### config.mk
export PLATFORM = sky130hd
export DESIGN_NAME = bsoe_executor
export DESIGN_NICKNAME = d
export VERILOG_FILES = /design/src/bsoe_pkg.sv /design/src/bsoe_file_if.sv /design/src/bsoe_file_mem.sv /design/src/bsoe_executor.sv
export SDC_FILE = /design/constraint.sdc
export NUM_CORES = 1
export LEC_CHECK = 0
export ABC_AREA = 1
export BUFFER_PORTS_ARGS = -buffer_cell sky130_fd_sc_hd__buf_4
export CORE_ASPECT_RATIO = 1.75
export CORE_MARGIN = 3
export CORE_UTILIZATION = 44
export DETAILED_ROUTE_END_ITERATION = 8
export PLACE_DENSITY_LB_ADDON = 0.15
export SYNTH_ARGS = -nofsm -noshare
export SYNTH_HDL_FRONTEND = slang
export SYNTH_SLANG_ARGS = --single-unit
export TNS_END_PERCENT = 50
### constraint.sdc
create_clock -name mclk_in -period 9 [get_ports mclk_in]
set_clock_uncertainty 0.2 [all_clocks]
set_input_delay 0.45 -clock mclk_in [delete_from_list [all_inputs] [get_ports mclk_in]]
set_output_delay 0.45 -clock mclk_in [all_outputs]
set_load 0.02 [all_outputs]
### src/bsoe_pkg.sv
// package with opcodes, field positions, reset values and states of the executor
package bsoe_pkg;
   localparam int INSTR_W = 14;
   localparam int PC_W = 15;
   localparam int FILE_AW = 7;
   localparam int DATA_W = 8;
   localparam int LATCH_W = 7;
   // field positions
   localparam int DEST_BIT = 7;
   localparam int FILE_ADDR_MSB = 6;
   localparam int LIT8_MSB = 7;
   localparam int LIT11_MSB = 10;
   localparam int LATCH_HI_MSB = 6;
   localparam int LATCH_HI_LSB = 3;
   // opcode matching: upper six bits for file ops, upper three for the jump
   localparam logic [5:0] OP_DECREMENT_SKIP_ZERO = 6'h0B;
   localparam logic [5:0] OP_INCREMENT_SKIP_ZERO = 6'h0F;
   localparam logic [5:0] OP_INCREMENT_FILE = 6'h0A;
   localparam logic [5:0] OP_OR_WORK_WITH_FILE = 6'h04;
   localparam logic [5:0] OP_OR_LITERAL_INTO_WORK = 6'h38;
   localparam logic [2:0] OP_JUMP_ABSOLUTE = 3'h5;
   // reset values
   localparam logic [PC_W-1:0] PC_RESET = 15'h0000;
   localparam logic [DATA_W-1:0] WORK_RESET = 8'h00;
   localparam logic ZERO_RESET = 1'b0;
   localparam logic [1:0] CYCLES_RESET = 2'h0;
   localparam logic PULSE_RESET = 1'b0;
   localparam logic READY_RESET = 1'b1;
   // cycle counts reported per instruction
   localparam logic [1:0] CYCLES_ONE = 2'h1;
   localparam logic [1:0] CYCLES_TWO = 2'h2;

   typedef enum logic [2:0] {
      ST_IDLE = 3'b001,
      ST_OPERAND = 3'b010,
      ST_EXTRA = 3'b100
   } bsoe_state_e;

   function automatic logic bsoe_is_zero(input logic [DATA_W-1:0] v);
      return (v == 8'h00);
   endfunction
endpackage

### src/bsoe_file_if.sv
// interface carrying the file register port between executor and storage
`timescale 1ns/1ps
interface bsoe_file_if;
   import bsoe_pkg::*;
   logic en;
   logic [FILE_AW-1:0] rd_addr;
   logic [DATA_W-1:0] rd_data;
   logic we;
   logic [FILE_AW-1:0] wr_addr;
   logic [DATA_W-1:0] wr_data;
   modport ctrl (output en, output rd_addr, input rd_data, output we, output wr_addr, output wr_data);
   modport mem (input en, input rd_addr, output rd_data, input we, input wr_addr, input wr_data);
endinterface

### src/bsoe_file_mem.sv
// file register storage, 128 x 8, registered read data
`timescale 1ns/1ps
module bsoe_file_mem
   import bsoe_pkg::*;
(
   input wire logic mclk_in,
   bsoe_file_if.mem port
);
   logic [DATA_W-1:0] mem_reg [0:(1 << FILE_AW)-1];
   logic [DATA_W-1:0] rd_data_reg;

   always_ff @(posedge mclk_in) begin
      if (port.en) begin
         if (port.we) begin
            mem_reg[port.wr_addr] <= port.wr_data;
         end
         rd_data_reg <= port.rd_addr == port.wr_addr && port.we ? port.wr_data : mem_reg[port.rd_addr];
      end
   end

   assign port.rd_data = rd_data_reg;
endmodule

### src/bsoe_executor.sv
// executor for skip, jump, increment and inclusive-or instructions of the core
// Operation
// [RULE1] destination bit 0 writes work register, 1 writes the addressed file register
// [RULE2] decrement-skip-zero stores f-1; zero result skips next, two cycles, flags untouched
// [RULE3] increment-skip-zero stores f+1; zero result skips next, two cycles, flags untouched
// [RULE4] jump loads its 11-bit literal into pc bits 10:0, flags untouched
// [RULE5] jump fills pc bits 14:11 from high latch bits 6:3
// [RULE6] jump always takes two instruction cycles
// [RULE7] or-literal ors work with 8-bit literal into work, updates zero flag
// [RULE8] or-with-file ors work with file, routes per destination, updates zero flag
// [RULE9] increment-file stores f+1 per destination, zero flag set exactly on zero result
// [RULE10] or, increment and non-skipping skips take one cycle, flow continues sequentially
`timescale 1ns/1ps
module bsoe_executor
   import bsoe_pkg::*;
(
   input wire logic mclk_in,
   input wire logic arst_n_in,
   input wire logic ce_in,
   input wire logic instr_valid_in,
   input wire logic [INSTR_W-1:0] instr_in,
   input wire logic [LATCH_W-1:0] pc_high_latch_in,
   output logic instr_ready_out,
   output logic [PC_W-1:0] pc_out,
   output logic [DATA_W-1:0] work_out,
   output logic zero_flag_out,
   output logic done_out,
   output logic [1:0] cycles_out,
   output logic skipped_out
);
   bsoe_file_if fbus ();

   bsoe_file_mem u_mem (
      .mclk_in(mclk_in),
      .port(fbus.mem)
   );

   bsoe_state_e state_reg, state_next;
   logic [INSTR_W-1:0] instr_reg;
   logic [PC_W-1:0] pc_reg, pc_next;
   logic [DATA_W-1:0] work_reg, work_next;
   logic zero_reg, zero_next;
   logic done_reg, done_next;
   logic [1:0] cycles_reg, cycles_next;
   logic skipped_reg, skipped_next;

   // decode of the incoming word
   wire accept = ce_in && instr_valid_in && (state_reg == ST_IDLE);
   wire [5:0] in_op6 = instr_in[INSTR_W-1:INSTR_W-6];
   wire [2:0] in_op3 = instr_in[INSTR_W-1:INSTR_W-3];
   wire in_is_or_lit = (in_op6 == OP_OR_LITERAL_INTO_WORK);
   wire in_is_jump = (in_op3 == OP_JUMP_ABSOLUTE);
   wire in_is_file_op = (in_op6 == OP_DECREMENT_SKIP_ZERO) || (in_op6 == OP_INCREMENT_SKIP_ZERO) ||
                        (in_op6 == OP_INCREMENT_FILE) || (in_op6 == OP_OR_WORK_WITH_FILE);
   wire [DATA_W-1:0] lit8 = instr_in[LIT8_MSB:0];
   wire [DATA_W-1:0] or_lit_result = work_reg | lit8;
   wire [PC_W-1:0] jump_target = {pc_high_latch_in[LATCH_HI_MSB:LATCH_HI_LSB], instr_in[LIT11_MSB:0]}; // RULE4 RULE5

   // decode of the held file instruction, operand now on rd_data
   wire [5:0] op6 = instr_reg[INSTR_W-1:INSTR_W-6];
   wire is_dec_skip = (op6 == OP_DECREMENT_SKIP_ZERO);
   wire is_inc_skip = (op6 == OP_INCREMENT_SKIP_ZERO);
   wire is_inc = (op6 == OP_INCREMENT_FILE);
   wire is_or_file = (op6 == OP_OR_WORK_WITH_FILE);
   wire dest_file = instr_reg[DEST_BIT];
   wire [DATA_W-1:0] operand = fbus.rd_data;
   wire [DATA_W-1:0] dec_result = operand - 8'h01; // RULE2
   wire [DATA_W-1:0] inc_result = operand + 8'h01; // RULE3 RULE9
   wire [DATA_W-1:0] or_file_result = work_reg | operand; // RULE8
   wire [DATA_W-1:0] file_result = is_dec_skip ? dec_result : (is_or_file ? or_file_result : inc_result);
   wire result_zero = bsoe_is_zero(file_result);
   wire take_skip = (is_dec_skip || is_inc_skip) && result_zero; // RULE2 RULE3
   wire in_operand = ce_in && (state_reg == ST_OPERAND);

   // operand is read at the accept edge and stands on rd_data through the operand cycle
   assign fbus.en = ce_in;
   assign fbus.rd_addr = instr_in[FILE_ADDR_MSB:0];
   assign fbus.we = in_operand && dest_file; // RULE1
   assign fbus.wr_addr = instr_reg[FILE_ADDR_MSB:0];
   assign fbus.wr_data = file_result;

   always_comb begin
      state_next = state_reg;
      pc_next = pc_reg;
      work_next = work_reg;
      zero_next = zero_reg;
      done_next = 1'b0;
      cycles_next = cycles_reg;
      skipped_next = 1'b0;
      case (state_reg)
         ST_IDLE: begin
            if (accept) begin
               if (in_is_jump) begin
                  pc_next = jump_target; // RULE4 RULE5
                  state_next = ST_EXTRA; // RULE6
               end else if (in_is_file_op) begin
                  state_next = ST_OPERAND;
               end else begin
                  pc_next = PC_W'(pc_reg + 15'h0001); // RULE10
                  if (in_is_or_lit) begin
                     work_next = or_lit_result; // RULE7
                     zero_next = bsoe_is_zero(or_lit_result); // RULE7
                  end
                  done_next = 1'b1;
                  cycles_next = CYCLES_ONE;
               end
            end
         end
         ST_OPERAND: begin
            if (!dest_file) begin
               work_next = file_result; // RULE1
            end
            if (is_inc || is_or_file) begin
               zero_next = result_zero; // RULE8 RULE9
            end
            if (take_skip) begin
               pc_next = PC_W'(pc_reg + 15'h0002); // RULE2 RULE3
               state_next = ST_EXTRA;
            end else begin
               pc_next = PC_W'(pc_reg + 15'h0001); // RULE10
               done_next = 1'b1;
               cycles_next = CYCLES_ONE;
               state_next = ST_IDLE;
            end
         end
         ST_EXTRA: begin
            // the replaced or flushed slot executes as a no-operation
            skipped_next = 1'b1;
            done_next = 1'b1;
            cycles_next = CYCLES_TWO; // RULE2 RULE3 RULE6
            state_next = ST_IDLE;
         end
         default: begin
            state_next = ST_IDLE;
         end
      endcase
   end

   // every register has a short process of its own; ce_in low freezes them all
   always_ff @(posedge mclk_in or negedge arst_n_in) begin
      if (!arst_n_in) begin
         state_reg <= ST_IDLE;
      end else if (ce_in) begin
         state_reg <= state_next;
      end
   end

   // the word is held so the operand cycle can still decode it
   always_ff @(posedge mclk_in or negedge arst_n_in) begin
      if (!arst_n_in) begin
         instr_reg <= '0;
      end else if (accept) begin
         instr_reg <= instr_in;
      end
   end

   always_ff @(posedge mclk_in or negedge arst_n_in) begin
      if (!arst_n_in) begin
         pc_reg <= PC_RESET;
      end else if (ce_in) begin
         pc_reg <= pc_next;
      end
   end

   always_ff @(posedge mclk_in or negedge arst_n_in) begin
      if (!arst_n_in) begin
         work_reg <= WORK_RESET;
      end else if (ce_in) begin
         work_reg <= work_next;
      end
   end

   always_ff @(posedge mclk_in or negedge arst_n_in) begin
      if (!arst_n_in) begin
         zero_reg <= ZERO_RESET;
      end else if (ce_in) begin
         zero_reg <= zero_next;
      end
   end

   always_ff @(posedge mclk_in or negedge arst_n_in) begin
      if (!arst_n_in) begin
         done_reg <= PULSE_RESET;
      end else if (ce_in) begin
         done_reg <= done_next;
      end
   end

   always_ff @(posedge mclk_in or negedge arst_n_in) begin
      if (!arst_n_in) begin
         cycles_reg <= CYCLES_RESET;
      end else if (ce_in) begin
         cycles_reg <= cycles_next;
      end
   end

   always_ff @(posedge mclk_in or negedge arst_n_in) begin
      if (!arst_n_in) begin
         skipped_reg <= PULSE_RESET;
      end else if (ce_in) begin
         skipped_reg <= skipped_next;
      end
   end

   // ready is registered from the next state: high exactly while the current state is idle
   logic ready_reg;
   always_ff @(posedge mclk_in or negedge arst_n_in) begin
      if (!arst_n_in) begin
         ready_reg <= READY_RESET;
      end else if (ce_in) begin
         ready_reg <= (state_next == ST_IDLE);
      end
   end

   assign instr_ready_out = ready_reg;
   assign pc_out = pc_reg;
   assign work_out = work_reg;
   assign zero_flag_out = zero_reg;
   assign done_out = done_reg;
   assign cycles_out = cycles_reg;
   assign skipped_out = skipped_reg;
endmodule

==> results.toml <==
[logic_synthesis]
syn_inst = 3902
synth_area_sq_um = 45000
synth_area_leaders = "edfxtp_1, o21ai_0, nor2_1"
yosysTopAreaCellShare_pct = 68.8
synth_top_area_cell = "edfxtp_1"
ys_async_sr_fraction_pct = 4.27
yosysMostFrequentCell = "edfxtp_1"
synth.net_count = 3931
yosysWarnings = 0
synth_cell_types = 52
synthTopCellsByCount = "edfxtp_1, nor2_1, nand2_1"
synth_flop_cell = "edfxtp_1"
synth_edf_count = 1032
ys_seq_area_share_pct = 71.4
syn_area_per_cell_sq_um = 11.5
synth_seq_cells = 1078

[global_routing]
grt_antenna_before_repair = 0
grt_max_degree = 193
grt_first_pass_wirelength_um = 183000
gr-total-overflow = 0
grt_usage_pct = 23.1
grt_pass1_vias = 29500

[clock_network]
root_buffer = "clkbuf_16"
cts_sinks = 1078
insertion_delay_ps = 700
clock_path_buffers = 3
cts.clk_slew.worst_paths_ps = 70
cts_max_level = 3
cts_tree = "built"
cts_buffers = 94
cts_resized = 0

[setup_path]
required_ps = 9120
worstReg2RegEnd = "u_mem.mem_reg[85][4]"
slowest_stage = "nor2_1"
cp.arrival_ps = 4450
crit_family = "simple AND/OR/NAND/NOR gates"
r2r-start = "state_reg[2]"
cp_num_buf_inv = 1
crit_path_end = "u_mem.mem_reg[85][4]"
cp-start-kind = "register"
critPathCaptureType = "register"
cp_num_cells = 6
r2r_setup_slack_ps = 4660
rr_worst_depth = 6
path_common_cell = "nor2_1"
worstSetupPathType = "reg -> reg"
crit_path_start = "state_reg[2]"
crit_chain = "nor3_4, buf_4, nand3_1, nor2_1, nand3_2, nor2_1"
crit_fanout = 26
max_stage_delay_ps = 1240

[place]
numPortBuffers = 50
dp_slack_ps = 4770
gp_congestion = 0.887
hpwl_um = 69700

[hold_path]
worstHoldPathType = "in -> async"

[sta]
report.final.slew_viol_count = 0
rsz0062_at_grt = "false"
min_period_ps = 4340
post-route-period-util_pct = 48.2
max_freq_ghz = 0.231
layout_setup_ws_ps = 4660
tightestPinTransition_ps = 1130
slew_headroom_pct = 24.2
setup_violations = 0
tns_ps = 0
finalHoldViolCount = 0

[floorplanning]
die_area_sq_um = 106000
die_width_um = 248
ios = 54
rows = 154
initial_core_util_pct = 44.5
dieHeight_um = 429
design.core.area_sq_um = 101000

[run_status]
status = "complete, no violations"

[flow_run]
drv_cap = 0

[drt]
drt-wirelength-per-cell_um = 23.5
viasPerCell = 5.67
wirelength_um = 123000
vias = 29800
drc_errors = 0
ant_nets = 0
drt-pass1-iter-count = 6
drt_iter0_drc = 2347

[finish]
fin_nets = 3875
drive_above_1_share_pct = 6.75
largest_reg_flops = 1024
syn2layout_area_growth_pct = 10.1
diodes = 0

[power_and_ir_drop]
p_per_area_nw_per_um2 = 230
p_leak_nw = 16.6
ir_drop_mv = 0.171
## power by group
group          internal (mW)  switching (mW)  leakage [nW]
combinational          0.353            1.07          5.39
clock                   2.19            1.82          1.45
sequential              5.84           0.131          9.81
## per-stage QoR
step                      cell area, sq um  utilization (%)  power, mW  hold WS (ps)  instances
after global routing                 49500             49.0       11.8           159       5250
after detailed placement             46400             45.9       7.49           267       5062
after floorplan                      45000                -       6.93         -45.6       3902
after CTS                            49500             49.0       11.5          75.7       5250
after global placement               46400             45.9       7.47           261       5062
final                                49500             49.0       11.4           135       5250
## routing by layer
layer | GRT usage (%) | part of all wire [%] | vias to the layer above | wire (um)
li1 | - | - | 13900 | -
met1 | 26.6 | 37 | 14800 | 45800
met2 | 41.6 | 53 | 862 | 65200
met3 | 2.82 | 4.5 | 266 | 5590
met4 | 12.1 | 5.3 | 0 | 6500
met5 | 0 | 0 | - | 0
## placed cells by master (no fill, tap or decap), types with 23 or more instances in the layout
cell type	n
buf_4	81
dfrtp_1	44
nand2_1	595
nor2_1	704
edfxtp_1	1032
nand3_1	195
inv_1	86
a21oi_1	23
o22ai_1	260
o21ai_0	561
clkbuf_16	95
clkbuf_1	30
nand4_1	27
## cell families after synthesis
logic type                 Yosys count  synth area share (%)
xor gates and xnor gates            26                 0.506
buffers and inverters              353                  3.14
adders and majority gates            4                 0.111
DFF                               1078                  71.4
and+or+nand+nor                   1566                  14.2
AOI/OAI and AO/OA                  875                  10.6
## timing repair
item,4_1_cts,5_1_grt
buffers inserted,0,0
hold buffers,14,0
setup endpoints to repair,0,0
hold endpoints to repair,86,0
## area by class of cell
class                           count  area [sq um]
Tap cell                         1326          1660
Clock buffer                      125          2490
Sequential cell                  1078         32100
Inverter                          101           402
Multi-Input combinational cell   2471         11500
Clock inverter                     49           492
Timing Repair Buffer              100           837
Fill cell                        9018         51600
## how the worst min path moves through the flow
stage,cells past startpoint,endpoint,start,slack [ps]
2_1_floorplan,0,cycles_out[0],arst_n_in,-50
3_3_place_gp,2,cycles_out[1],cycles_out[1],260
3_5_place_dp,2,cycles_out[1],cycles_out[1],270
4_1_cts,2,done_out,arst_n_in,80
5_1_grt,2,done_out,arst_n_in,160
6_report,2,cycles_out[1],arst_n_in,130
## worst reg2reg max path: cells and delay by family, from the launching register on
family / cells / cell delay, ps
flip-flops: 1 / 430
buffers and inverters: 1 / 340
AND/OR/NAND/NOR: 5 / 2990
(Power assumes the default switching activity.)
